### config.mk
export PLATFORM = sky130hd
export DESIGN_NAME = fec_top
export DESIGN_NICKNAME = d
export VERILOG_FILES = /design/src/shared/fec_pkg.sv /design/src/hw/fec_top.sv
export SDC_FILE = /design/constraint.sdc
export NUM_CORES = 1
export LEC_CHECK = 0
export BUFFER_PORTS_ARGS = -buffer_cell sky130_fd_sc_hd__buf_2
export CORE_ASPECT_RATIO = 2
export CORE_MARGIN = 3
export CORE_UTILIZATION = 30
export DETAILED_ROUTE_END_ITERATION = 8
export MAX_ROUTING_LAYER = met4
export PLACE_DENSITY_LB_ADDON = 0.3
export SYNTH_ARGS = -nofsm -noshare
export SYNTH_HDL_FRONTEND = slang
export SYNTH_SLANG_ARGS = --single-unit
### constraint.sdc
create_clock -name pclk -period 3 [get_ports pclk]
set_clock_uncertainty 0.1 [all_clocks]
set_input_delay 0.15 -clock pclk [delete_from_list [all_inputs] [get_ports pclk]]
set_output_delay 0.15 -clock pclk [all_outputs]
set_load 0.02 [all_outputs]
### src/shared/fec_pkg.sv
// Shared constants and carrier types for the framer error counter and loopback block
package fec_pkg;

    // ****************************************************************
    // Register indices (byte address is four times the index)
    // ****************************************************************
    localparam logic [7:0] IDX_ERR_CFG = 8'h41;
    localparam logic [7:0] IDX_LCV_HIGH = 8'h42;
    localparam logic [7:0] IDX_LCV_LOW = 8'h43;
    localparam logic [7:0] IDX_PCV_HIGH = 8'h44;
    localparam logic [7:0] IDX_PCV_LOW = 8'h45;
    localparam logic [7:0] IDX_FOS_HIGH = 8'h46;
    localparam logic [7:0] IDX_FOS_LOW = 8'h47;
    localparam logic [7:0] IDX_EB_HIGH = 8'h48;
    localparam logic [7:0] IDX_EB_LOW = 8'h49;
    localparam logic [7:0] IDX_LOOP_CTRL = 8'h4a;
    localparam logic [7:0] IDX_CHAN_LOOP_1 = 8'h4b;

    // ****************************************************************
    // Field positions
    // ****************************************************************
    localparam int BIT_EXCESS_ZERO_SEL = 0;
    localparam int BIT_MF_SYNC_SEL = 1;
    localparam int BIT_FS_ERR_ENABLE = 2;
    localparam int BIT_E1_VIOL_SEL = 3;
    localparam int BIT_ACCUM_SRC_SEL = 4;
    localparam int BIT_INTERVAL_SEL = 5;
    localparam int BIT_MANUAL_UPDATE = 6;
    localparam int BIT_FRAMER_LOOP = 0;
    localparam int BIT_PAYLOAD_LOOP = 1;
    localparam int BIT_REMOTE_LOOP = 2;
    localparam int BIT_LOCAL_LOOP = 3;
    localparam int BIT_LINE_MUX = 4;

    // ****************************************************************
    // Reset values, writable masks and counter indices
    // ****************************************************************
    localparam logic [7:0] RST_ERR_CFG = 8'h00;
    localparam logic [4:0] RST_LOOP_CTRL = 5'h00;
    localparam logic [7:0] RST_CHAN_LOOP = 8'h00;
    localparam logic [15:0] RST_COUNT = 16'h0000;
    localparam logic [7:0] MASK_ERR_CFG = 8'h7f;
    localparam int CNT_LCV = 0;
    localparam int CNT_PCV = 1;
    localparam int CNT_FOS = 2;
    localparam int CNT_EB = 3;

    // ****************************************************************
    // Timing and frame figures
    // ****************************************************************
    localparam int CLK_HZ = 25000000;
    localparam int UPDATE_PERIOD_S = 1;
    localparam int SECOND_CYCLES = CLK_HZ * UPDATE_PERIOD_S;
    localparam logic [8:0] T1_FAST_FRAMES = 9'd333;
    localparam logic [8:0] E1_FAST_FRAMES = 9'd500;
    localparam logic [7:0] T1_PAYLOAD_BITS = 8'd192;
    localparam logic [7:0] E1_PAYLOAD_BITS = 8'd248;

    // ****************************************************************
    // Carrier types
    // ****************************************************************
    typedef struct packed {
        logic pos;
        logic neg;
    } fec_pair_t;

    typedef struct packed {
        logic bpv;
        logic code_viol;
        logic excess_zero;
        logic crc_err;
        logic fs_bit_err;
        logic frame_bit_err;
        logic mf_sync_loss;
        logic e_bit;
    } fec_events_t;

    typedef struct packed {
        logic framer_tx_from_rx_clock;
        logic framer_rx_on_tx_clock;
        logic jitter_atten_in_loop;
        logic payload_loop_active;
        logic overhead_regenerate;
        logic tx_inputs_ignored;
        logic [7:0] payload_bits;
        logic [7:0] chan_loop;
    } fec_route_t;

endpackage

### src/hw/fec_top.sv
// Error counters, counter update timing and loopback routing with APB register access
//
// Functional notes
// - Sync select: framing-bit errors or multiframe losses
// - T1 excess-zero select adds excess zeros
// - Line-code count high 42h, low companion
// - Path code count at 44h and 45h
// - Out-of-sync count high 46h, low companion
// - E-bit count at 48h and 49h
// - Connected only when pin high, bit zero
// - Separated path uses external digital pins
// - Local loop: transmitted data replaces received
// - Remote loop: received data retransmitted on line
// - Payload loop: transmit timed by recovered clock
// - T1 payload loop: 192 bits, overhead regenerated
// - E1 payload loop: 248 bits, overhead regenerated
// - Framer loop: T1 sends all-ones, E1 normal
// - Framer loop ignores rx pins, tx timing
// - Channel loop bit sources tx from rx
// - Update latches counts and clears counters
// - Update each second or 333/500 frames
// - E1 select: bipolar or code violations
`timescale 1ns/1ps
module fec_top #(
    parameter int SECOND_CYCLES = fec_pkg::SECOND_CYCLES
) (
    input wire logic pclk,
    input wire logic presetn,
    input wire logic psel,
    input wire logic penable,
    input wire logic pwrite,
    input wire logic [31:0] paddr,
    input wire logic [31:0] pwdata,
    input wire logic [3:0] pstrb,
    output logic [31:0] prdata,
    output logic pready,
    output logic pslverr,
    input wire logic t1_mode,
    input wire logic frame_tick,
    input wire fec_pkg::fec_events_t line_events,
    input wire logic line_mux_control,
    input wire fec_pkg::fec_pair_t framer_tx,
    input wire fec_pkg::fec_pair_t liu_rx,
    input wire fec_pkg::fec_pair_t rx_pins_in,
    input wire fec_pkg::fec_pair_t tx_pins_in,
    output fec_pkg::fec_pair_t framer_rx,
    output fec_pkg::fec_pair_t liu_tx,
    output fec_pkg::fec_pair_t tx_pins_out,
    output fec_pkg::fec_pair_t rx_pins_out,
    output fec_pkg::fec_route_t route,
    output logic line_connected
);

    // ****************************************************************
    // Elaboration check
    // ****************************************************************
    if (SECOND_CYCLES < 2 || SECOND_CYCLES > 32'h7fffffff) begin : g_bad_param
        $error("SECOND_CYCLES out of range");
    end

    // ****************************************************************
    // State
    // ****************************************************************
    typedef struct packed {
        logic [7:0] err_cfg;
        logic [4:0] loop_ctrl;
        logic [7:0] chan_loop;
        logic [3:0][15:0] count;
        logic [3:0][15:0] held;
        logic [31:0] second_cnt;
        logic [8:0] frame_cnt;
        logic [31:0] rdata;
        logic connected;
        logic ones_phase;
        fec_pkg::fec_pair_t framer_rx;
        fec_pkg::fec_pair_t liu_tx;
        fec_pkg::fec_pair_t tx_pins_out;
        fec_pkg::fec_pair_t rx_pins_out;
        fec_pkg::fec_route_t route;
    } fec_state_t;

    fec_state_t st_r;
    fec_state_t st_nxt;

    // ****************************************************************
    // Helpers
    // ****************************************************************
    // Holding at all ones keeps a flooded line from reading as a clean one
    function automatic logic [15:0] sat_inc(input logic [15:0] value, input logic inc);
        if (inc && value != 16'hffff) begin
            return value + 16'h0001;
        end
        return value;
    endfunction

    function automatic logic reg_mapped(input logic [7:0] idx);
        return idx >= fec_pkg::IDX_ERR_CFG && idx <= fec_pkg::IDX_CHAN_LOOP_1;
    endfunction

    function automatic logic [7:0] reg_read(input fec_state_t s, input logic [7:0] idx);
        case (idx)
            fec_pkg::IDX_ERR_CFG: return s.err_cfg;
            fec_pkg::IDX_LCV_HIGH: return s.held[fec_pkg::CNT_LCV][15:8];
            fec_pkg::IDX_LCV_LOW: return s.held[fec_pkg::CNT_LCV][7:0];
            fec_pkg::IDX_PCV_HIGH: return s.held[fec_pkg::CNT_PCV][15:8];
            fec_pkg::IDX_PCV_LOW: return s.held[fec_pkg::CNT_PCV][7:0];
            fec_pkg::IDX_FOS_HIGH: return s.held[fec_pkg::CNT_FOS][15:8];
            fec_pkg::IDX_FOS_LOW: return s.held[fec_pkg::CNT_FOS][7:0];
            fec_pkg::IDX_EB_HIGH: return s.held[fec_pkg::CNT_EB][15:8];
            fec_pkg::IDX_EB_LOW: return s.held[fec_pkg::CNT_EB][7:0];
            fec_pkg::IDX_LOOP_CTRL: return {3'h0, s.loop_ctrl};
            fec_pkg::IDX_CHAN_LOOP_1: return s.chan_loop;
            default: return 8'h00;
        endcase
    endfunction

    // ****************************************************************
    // Bus decode
    // ****************************************************************
    logic [7:0] idx;
    logic setup_phase;
    logic wr_take;
    logic [31:0] second_last;

    assign idx = paddr[9:2];
    assign setup_phase = psel && !penable;
    assign wr_take = psel && penable && pwrite && pstrb[0] && reg_mapped(idx) && paddr[31:10] == 22'h0;
    assign second_last = 32'(SECOND_CYCLES - 1);

    // ****************************************************************
    // Next state
    // ****************************************************************
    logic [7:0] cfg_new;
    logic manual_count_update_rise;
    logic auto_due;
    logic update;
    logic [8:0] fast_frames;
    logic [3:0] inc;
    logic lb_local;
    logic lb_remote;
    logic lb_payload;
    logic lb_framer;
    fec_pkg::fec_pair_t rx_line;
    fec_pkg::fec_pair_t tx_data;
    fec_pkg::fec_pair_t all_ones;

    always_comb begin
        st_nxt = st_r;
        cfg_new = st_r.err_cfg;
        manual_count_update_rise = 1'b0;
        auto_due = 1'b0;
        update = 1'b0;
        fast_frames = t1_mode ? fec_pkg::T1_FAST_FRAMES : fec_pkg::E1_FAST_FRAMES;
        inc = 4'h0;

        // Register writes take effect at the access edge
        if (wr_take) begin
            case (idx)
                fec_pkg::IDX_ERR_CFG: begin
                    cfg_new = pwdata[7:0] & fec_pkg::MASK_ERR_CFG;
                    st_nxt.err_cfg = cfg_new;
                end
                fec_pkg::IDX_LOOP_CTRL: begin
                    st_nxt.loop_ctrl = pwdata[4:0];
                end
                fec_pkg::IDX_CHAN_LOOP_1: begin
                    st_nxt.chan_loop = pwdata[7:0];
                end
                default: begin
                end
            endcase
        end
        // A manual update fires only on a written 0 to 1 change of its bit
        manual_count_update_rise = wr_take && idx == fec_pkg::IDX_ERR_CFG &&
                    cfg_new[fec_pkg::BIT_MANUAL_UPDATE] && !st_r.err_cfg[fec_pkg::BIT_MANUAL_UPDATE];

        // Update interval timers
        if (st_r.second_cnt >= second_last) begin
            st_nxt.second_cnt = 32'h0;
            if (!st_r.err_cfg[fec_pkg::BIT_INTERVAL_SEL]) begin
                auto_due = 1'b1;
            end
        end else begin
            st_nxt.second_cnt = st_r.second_cnt + 32'h1;
        end
        if (frame_tick) begin
            if (st_r.frame_cnt >= fast_frames - 9'd1) begin
                st_nxt.frame_cnt = 9'h0;
                if (st_r.err_cfg[fec_pkg::BIT_INTERVAL_SEL]) begin
                    auto_due = 1'b1;
                end
            end else begin
                st_nxt.frame_cnt = st_r.frame_cnt + 9'd1;
            end
        end
        update = st_r.err_cfg[fec_pkg::BIT_ACCUM_SRC_SEL] ? manual_count_update_rise : auto_due;

        // Event selection per counter
        if (t1_mode) begin
            inc[fec_pkg::CNT_LCV] = line_events.bpv ||
                (st_r.err_cfg[fec_pkg::BIT_EXCESS_ZERO_SEL] && line_events.excess_zero);
        end else begin
            inc[fec_pkg::CNT_LCV] = st_r.err_cfg[fec_pkg::BIT_E1_VIOL_SEL] ?
                line_events.code_viol : line_events.bpv;
        end
        inc[fec_pkg::CNT_PCV] = line_events.crc_err ||
            (st_r.err_cfg[fec_pkg::BIT_FS_ERR_ENABLE] && line_events.fs_bit_err);
        inc[fec_pkg::CNT_FOS] = st_r.err_cfg[fec_pkg::BIT_MF_SYNC_SEL] ?
            line_events.mf_sync_loss : line_events.frame_bit_err;
        inc[fec_pkg::CNT_EB] = line_events.e_bit;

        // An event in the update cycle opens the next interval, it is not lost
        for (int i = 0; i < 4; i++) begin
            if (update) begin
                st_nxt.held[i] = st_r.count[i];
                st_nxt.count[i] = {15'h0, inc[i]};
            end else begin
                st_nxt.count[i] = sat_inc(st_r.count[i], inc[i]);
            end
        end

        // Read data is captured in the setup cycle
        if (setup_phase) begin
            st_nxt.rdata = {24'h0, reg_read(st_r, idx)};
        end

        // Loopback routing
        lb_local = st_r.loop_ctrl[fec_pkg::BIT_LOCAL_LOOP];
        lb_remote = st_r.loop_ctrl[fec_pkg::BIT_REMOTE_LOOP];
        lb_payload = st_r.loop_ctrl[fec_pkg::BIT_PAYLOAD_LOOP];
        lb_framer = st_r.loop_ctrl[fec_pkg::BIT_FRAMER_LOOP];
        st_nxt.connected = line_mux_control && !st_r.loop_ctrl[fec_pkg::BIT_LINE_MUX];

        // Separated, each side meets the external digital pins instead
        rx_line = st_r.connected ? liu_rx : rx_pins_in;
        tx_data = st_r.connected ? framer_tx : tx_pins_in;
        st_nxt.ones_phase = !st_r.ones_phase;
        all_ones.pos = st_r.ones_phase;
        all_ones.neg = !st_r.ones_phase;

        // Receive side of the framer
        if (lb_framer) begin
            st_nxt.framer_rx = framer_tx;
        end else if (lb_local) begin
            st_nxt.framer_rx = tx_data;
        end else begin
            st_nxt.framer_rx = rx_line;
        end

        // Transmit line side
        if (lb_remote) begin
            st_nxt.liu_tx = rx_line;
        end else if (lb_framer && t1_mode) begin
            st_nxt.liu_tx = all_ones;
        end else begin
            st_nxt.liu_tx = tx_data;
        end

        st_nxt.tx_pins_out = framer_tx;
        st_nxt.rx_pins_out = liu_rx;

        // Clocking and payload selects for the framer core
        st_nxt.route.framer_tx_from_rx_clock = lb_payload;
        st_nxt.route.framer_rx_on_tx_clock = lb_framer;
        st_nxt.route.jitter_atten_in_loop = lb_local;
        st_nxt.route.payload_loop_active = lb_payload;
        st_nxt.route.overhead_regenerate = lb_payload;
        st_nxt.route.tx_inputs_ignored = lb_payload || lb_remote;
        if (!lb_payload) begin
            st_nxt.route.payload_bits = 8'h00;
        end else if (t1_mode) begin
            st_nxt.route.payload_bits = fec_pkg::T1_PAYLOAD_BITS;
        end else begin
            st_nxt.route.payload_bits = fec_pkg::E1_PAYLOAD_BITS;
        end
        st_nxt.route.chan_loop = st_r.chan_loop;
    end

    // ****************************************************************
    // State register
    // ****************************************************************
    always_ff @(posedge pclk or negedge presetn) begin
        if (!presetn) begin
            st_r <= '0;
            st_r.err_cfg <= fec_pkg::RST_ERR_CFG;
            st_r.loop_ctrl <= fec_pkg::RST_LOOP_CTRL;
            st_r.chan_loop <= fec_pkg::RST_CHAN_LOOP;
            st_r.count <= {4{fec_pkg::RST_COUNT}};
            st_r.held <= {4{fec_pkg::RST_COUNT}};
        end else begin
            st_r <= st_nxt;
        end
    end

    // ****************************************************************
    // Outputs
    // ****************************************************************
    assign prdata = st_r.rdata;
    assign pready = 1'b1;
    assign pslverr = psel && penable && (!reg_mapped(idx) || paddr[31:10] != 22'h0 ||
                     (pwrite && idx != fec_pkg::IDX_ERR_CFG && idx != fec_pkg::IDX_LOOP_CTRL &&
                      idx != fec_pkg::IDX_CHAN_LOOP_1));
    assign framer_rx = st_r.framer_rx;
    assign liu_tx = st_r.liu_tx;
    assign tx_pins_out = st_r.tx_pins_out;
    assign rx_pins_out = st_r.rx_pins_out;
    assign route = st_r.route;
    assign line_connected = st_r.connected;

endmodule

; Word level (Yosys, flattened, before mapping)
; Cells that the tools add are included.
[word_totals]
word_cells = 142
ff_bits = 228
out_inout_bits = 65
input_bits = 92
[classes]
magnitude_cmp = 4
mux = 43
eq_ne = 18
n_reduce_logical = 40
addsub = 7
[op_table]
columns = cell, count
row1 = two-way mux 16 bit, 12
row2 = equality test 8 x 7 -> 1 bit (second input constant), 11
row3 = case mux 8 bit (11 select lines), 1
row4 = adder 16 x 1 -> 16 bit (second input constant), 4
row5 = inequality test 16 bit (second input constant), 4
row6 = adder 32 x 1 -> 32 bit (second input constant), 1
row7 = greater-or-equal comparator 32 x 25 -> 1 bit (second input constant), 1
row8 = two-way mux 32 bit, 1
row9 = two-way mux 8 bit, 3
row10 = inequality test 8 x 7 -> 1 bit (second input constant), 3
row11 = logical AND 1 bit, 22
row12 = logical NOT 22 bit, 1
row13 = nonzero test 22 bit, 1
row14 = two-way mux 1 bit, 17
row15 = two-way mux 2 bit, 6
row16 = adder 9 x 1 -> 9 bit (second input constant), 1
row17 = greater-or-equal comparator 9 bit, 1
row18 = two-way mux 9 bit, 1
row19 = subtractor 9 x 1 -> 9 bit (second input constant), 1
row20 = greater-or-equal comparator 8 x 7 -> 1 bit (second input constant), 1
row21 = <= comparator 8 x 7 -> 1 bit (second input constant), 1
row22 = nonzero test 2 bit, 4
row23 = two-way mux 7 bit, 1
row24 = two-way mux 6 bit, 1
row25 = 3 further kinds, 12

; Logic depth before layout (Yosys ltp)
[logic_depth]
word_depth = 12
ltp_mapped = 11
ltp_nobuf = 8

; Least setup slack after synthesis
; Ideal clock, no wire load.
[synth_timing]
path_kind = reg2reg
start = register st_r[64] (netlist name)
end = register st_r[128] (netlist name)
slack_ns = 0.230
path_buffers = 2
stages_incl_launch_ff = 11
t_arrival_ns = 2.542
required_ns = 2.772
setup_ns = 0.128
period_less_slack_ns = 2.770
cell_sequence = dfrtp_1 > inv_1 > ha_1 > nand2b_1 > a2111oi_0 > nor4b_1 > o21ai_0 > or3b_4 > buf_12 > buf_8 > mux2_1
[synth_via]
elab_chain_len = 4
[synth_lines]
columns = item, line
row1 = "start, declared", fec_top.sv:82  ; fec_state_t st_r;
row2 = "start signal, assigned", fec_top.sv:291  ; st_r <= st_nxt;
row3 = greater-or-equal comparator 9 bit, fec_top.sv:187  ; if (st_r.frame_cnt >= fast_frames - 9'd1) begin
row4 = two-way mux 1 bit, fec_top.sv:187
row5 = two-way mux 1 bit, fec_top.sv:186  ; if (frame_tick) begin
row6 = two-way mux 1 bit, fec_top.sv:196  ; update = st_r.err_cfg[fec_pkg::BIT_ACCUM_SRC_SEL] ? manual_count_update_rise : auto_due;
; Every way passes these cells.
; A chain may end at the register's enable or synchronous reset.

; Worst setup path in the final report
[layout_timing]
start = register st_r[64] (netlist name)
end = register st_r[108] (netlist name)
; The elaborated chain is that of the path after synthesis.

==> results.ini <==
[layout]
finalNetCount = 1231
fin_cells = 1589
fin_area_um2 = 12800
area_growth_pct = 18.6
fillCellCount = 3478
layout-drive-gt1-share_pct = 21.7
fin_util_pct = 36.3

[pwr]
cellPowerDensity_nw_per_um2 = 487
vdd_drop_max_mv = 0.589
finalPower_mw = 6.25
power_frac_seq_pct = 49.5
p_comb_share_pct = 8.1
p_int_mw = 4.71
swShare_pct = 24.7
p_clk_share_pct = 42.4
power.leakage_nw = 5.84
switching_power_mw = 1.54

[synthesis]
yosys.area.top_type = dfrtp_1
ys_async_sr_fraction_pct = 100
synth_edf_count = 0
synth_top_area_share_pct = 50.9
synth_common_cells = 220 x dfrtp_1, 118 x nor2_1, 69 x buf_4
synth-seq-cells = 220
synth.most_common_cell = dfrtp_1
seq_area_frac_synth_pct = 50.9
ys_types = 68
synth_area_leaders = dfrtp_1 51%, mux2_1 5.4%, buf_4 4.8%
synth_ff_type = dfrtp_1
synth_cells = 992
yosysWarnings = 0
syn_area_per_cell_um2 = 10.9
syn-cell-area_um2 = 10800

[critical_path]
critPathSlowestCell = or3b_4
cp_data_arrival_time_ns = 3.22
path_delay_family = simple AND/OR/NAND/NOR gates
critPathMaxFanout = 6
start_kind = flip-flop
endpoint_kind = flip-flop
critical_path_class = flip-flop to flip-flop
crit_buf_inv = 4
path_common_cell = buf_4
crit_required_ns = 3.29
slowest_delay_ns = 0.49
path_cells = inv_2 > ha_4 > nand2b_4 > a2111oi_4 > buf_4 > nor4b_1 > o21ai_1 > buf_4 > or3b_4 > clkbuf_16 > mux2_1

[place]
dp_cells = 1513
dp.final_hpwl_um = 20900
portBuffers = 99
dpl-instance-area_um2 = 11700
gp_congestion = 0.857
place_ws_ns = -0.145

[clock_tree]
htreeDepth = 1
cts.sinks = 220
cts_buffers = 20
cts_tree = yes
insertion_delay_ns = 0.51
path_clk_slew_ns = 0.07
clockBufferDepth = 3
clock-root-buffer = clkbuf_16

[global_routing]
grt_pass1_vias = 7792
antenna_found_initial = 3
grt_overflow_total = 0
grt_usage_pct = 14.7
grt_max_degree = 86
grt_pass1_wl_um = 43500

[drt]
drt-wirelength-per-cell_um = 17.8
first_pass_iters = 4
vias = 7710
drcViolationCount = 0
routed_wl_um = 28300
drt_iter0_markers = 298
ant_nets = 0
avgViaCountPerCell = 4.85

[timing]
hold_viol = 0
final.setup.tns_ns = 0
worst_slew_pin_slew_ns = 0.824
slew_headroom_pct = 44.7
final.min_clock_period_ns = 2.93
holdWs_ns = 0.0152
setup_viol = 0
worst_slack_ns = 0.0684
max_freq_ghz = 0.341
slew_viol_final = 0
period_share_pct = 97.7

[floorplan]
die-width_um = 140
start_util_pct = 30.6
ioPinCount = 157
dieArea_um2 = 38500
core_area_um2 = 35300
die_h_um = 275
rows = 97

[outcome]
status = finished clean

[worst_hold_path]
hold_class = input port to flip-flop

[run]
cap_violations = 0

per-layer routing:
metal | part of all wire (%) | wire length (µm) | track usage [%] | up-vias
met1 | 36 | 10300 | 15.2 | 3788
met3 | 4.7 | 1340 | 2.45 | 54
li1 | - | - | - | 3669
met4 | 4.8 | 1360 | 6.38 | 0
met2 | 54 | 15300 | 27.0 | 199
met5 | 0 | 0 | - | -
area by class of cell:
cell class	count	area, µm²	share of cell area (%)
clock inverters	12	135	1.05
multi-input cells	696	4750	37.0
inverters	15	56.3	0.439
clock buffers	24	536	4.17
repair buffers	173	1280	9.97
well taps	445	557	4.34
diodes	4	10.0	0.0780
flip-flops and latches	220	5510	42.9
power by group through the flow:
stage | clock network, mW | logic, mW | registers (mW)
6_report | 2.65 | 0.506 | 3.09
5_1_grt | 2.85 | 0.563 | 3.10
4_1_cts | 2.74 | 0.482 | 3.09
3_5_place_dp | 0 | 0.445 | 3.15
3_3_place_gp | 0 | 0.436 | 3.15
2_1_floorplan | 0 | 0.286 | 3.12
flip-flops by register name, indices dropped and copies added, names as in the netlist, 2 cells and up, named ones only:
register and count:
rx_pins_out 2, route 13, prdata 8, liu_tx 2
framer_rx 2, st_r 171, st_nxt 8, tx_pins_out 2
cell usage in the layout, fill, tap and decap left out, types with 4 or more instances in the layout:
cell / n
a21oi_1: 28
a22oi_1: 16
a31oi_1: 7
and2_1: 6
and3_1: 23
and4_1: 4
buf_12: 6
buf_2: 98
buf_4: 35
buf_6: 4
clkbuf_16: 24
clkinv_2: 4
clkinvlp_4: 4
conb_1: 35
dfrtp_1: 220
diode_2: 4
dlygate4sd3_1: 24
ha_1: 11
inv_1: 13
mux2_1: 52
mux2_2: 40
mux2i_1: 13
nand2_1: 60
nand2b_1: 7
nand3_1: 52
nand4_1: 24
nor2_1: 118
nor2b_1: 6
nor3_1: 17
nor4_1: 11
o21ai_0: 16
o22ai_1: 4
or3_1: 4
xnor2_1: 33
xor2_1: 47
cells by family (layout without fill, tap and decap cells):
family | Yosys count | in the layout | share of synthesized area (%)
AO/OA/AOI/OAI | 109 | 109 | 6.77
AND/OR/NAND/NOR | 350 | 351 | 15.9
buffers and inverters | 110 | 224 | 7.02
adder cells (fa/ha/maj) | 13 | 13 | 1.50
flip-flops | 220 | 220 | 50.9
other | 2 | 39 | 0.0694
multiplexers | 108 | 108 | 11.4
XOR/XNOR | 80 | 80 | 6.48
worst paths after layout:
| check | cells past startpoint | slack, ns | start | endpoint |
|---|---|---|---|---|
| worst max-delay path | 11 | 0.07 | st_r[64] | st_r[108] |
| worst min-delay path | 3 | 0.02 | line_events[6] | st_r[169] |
| worst max register to register | 11 | 0.07 | st_r[64] | st_r[108] |
| worst min register to register | 0 | 0.31 | st_nxt[2] | route[2] |
| max in group asynchronous | 3 | 1.82 | presetn | st_r[65] |
| min in group asynchronous | 2 | 0.08 | presetn | st_r[217] |
what timing repair did:
item,CTS,global route
endpoints found under the hold margin,117,0
buffers inserted,0,7
resized for setup,3,14
hold buffers,24,0
cloned,0,5
endpoints found under the setup margin,106,86
pin swaps,0,4
tightest hold or removal path, stage by stage:
cell and delay (ns):
buf_2 0.10, mux2i_1 0.15, mux2i_1 0.17
(Power assumes the default switching activity.)
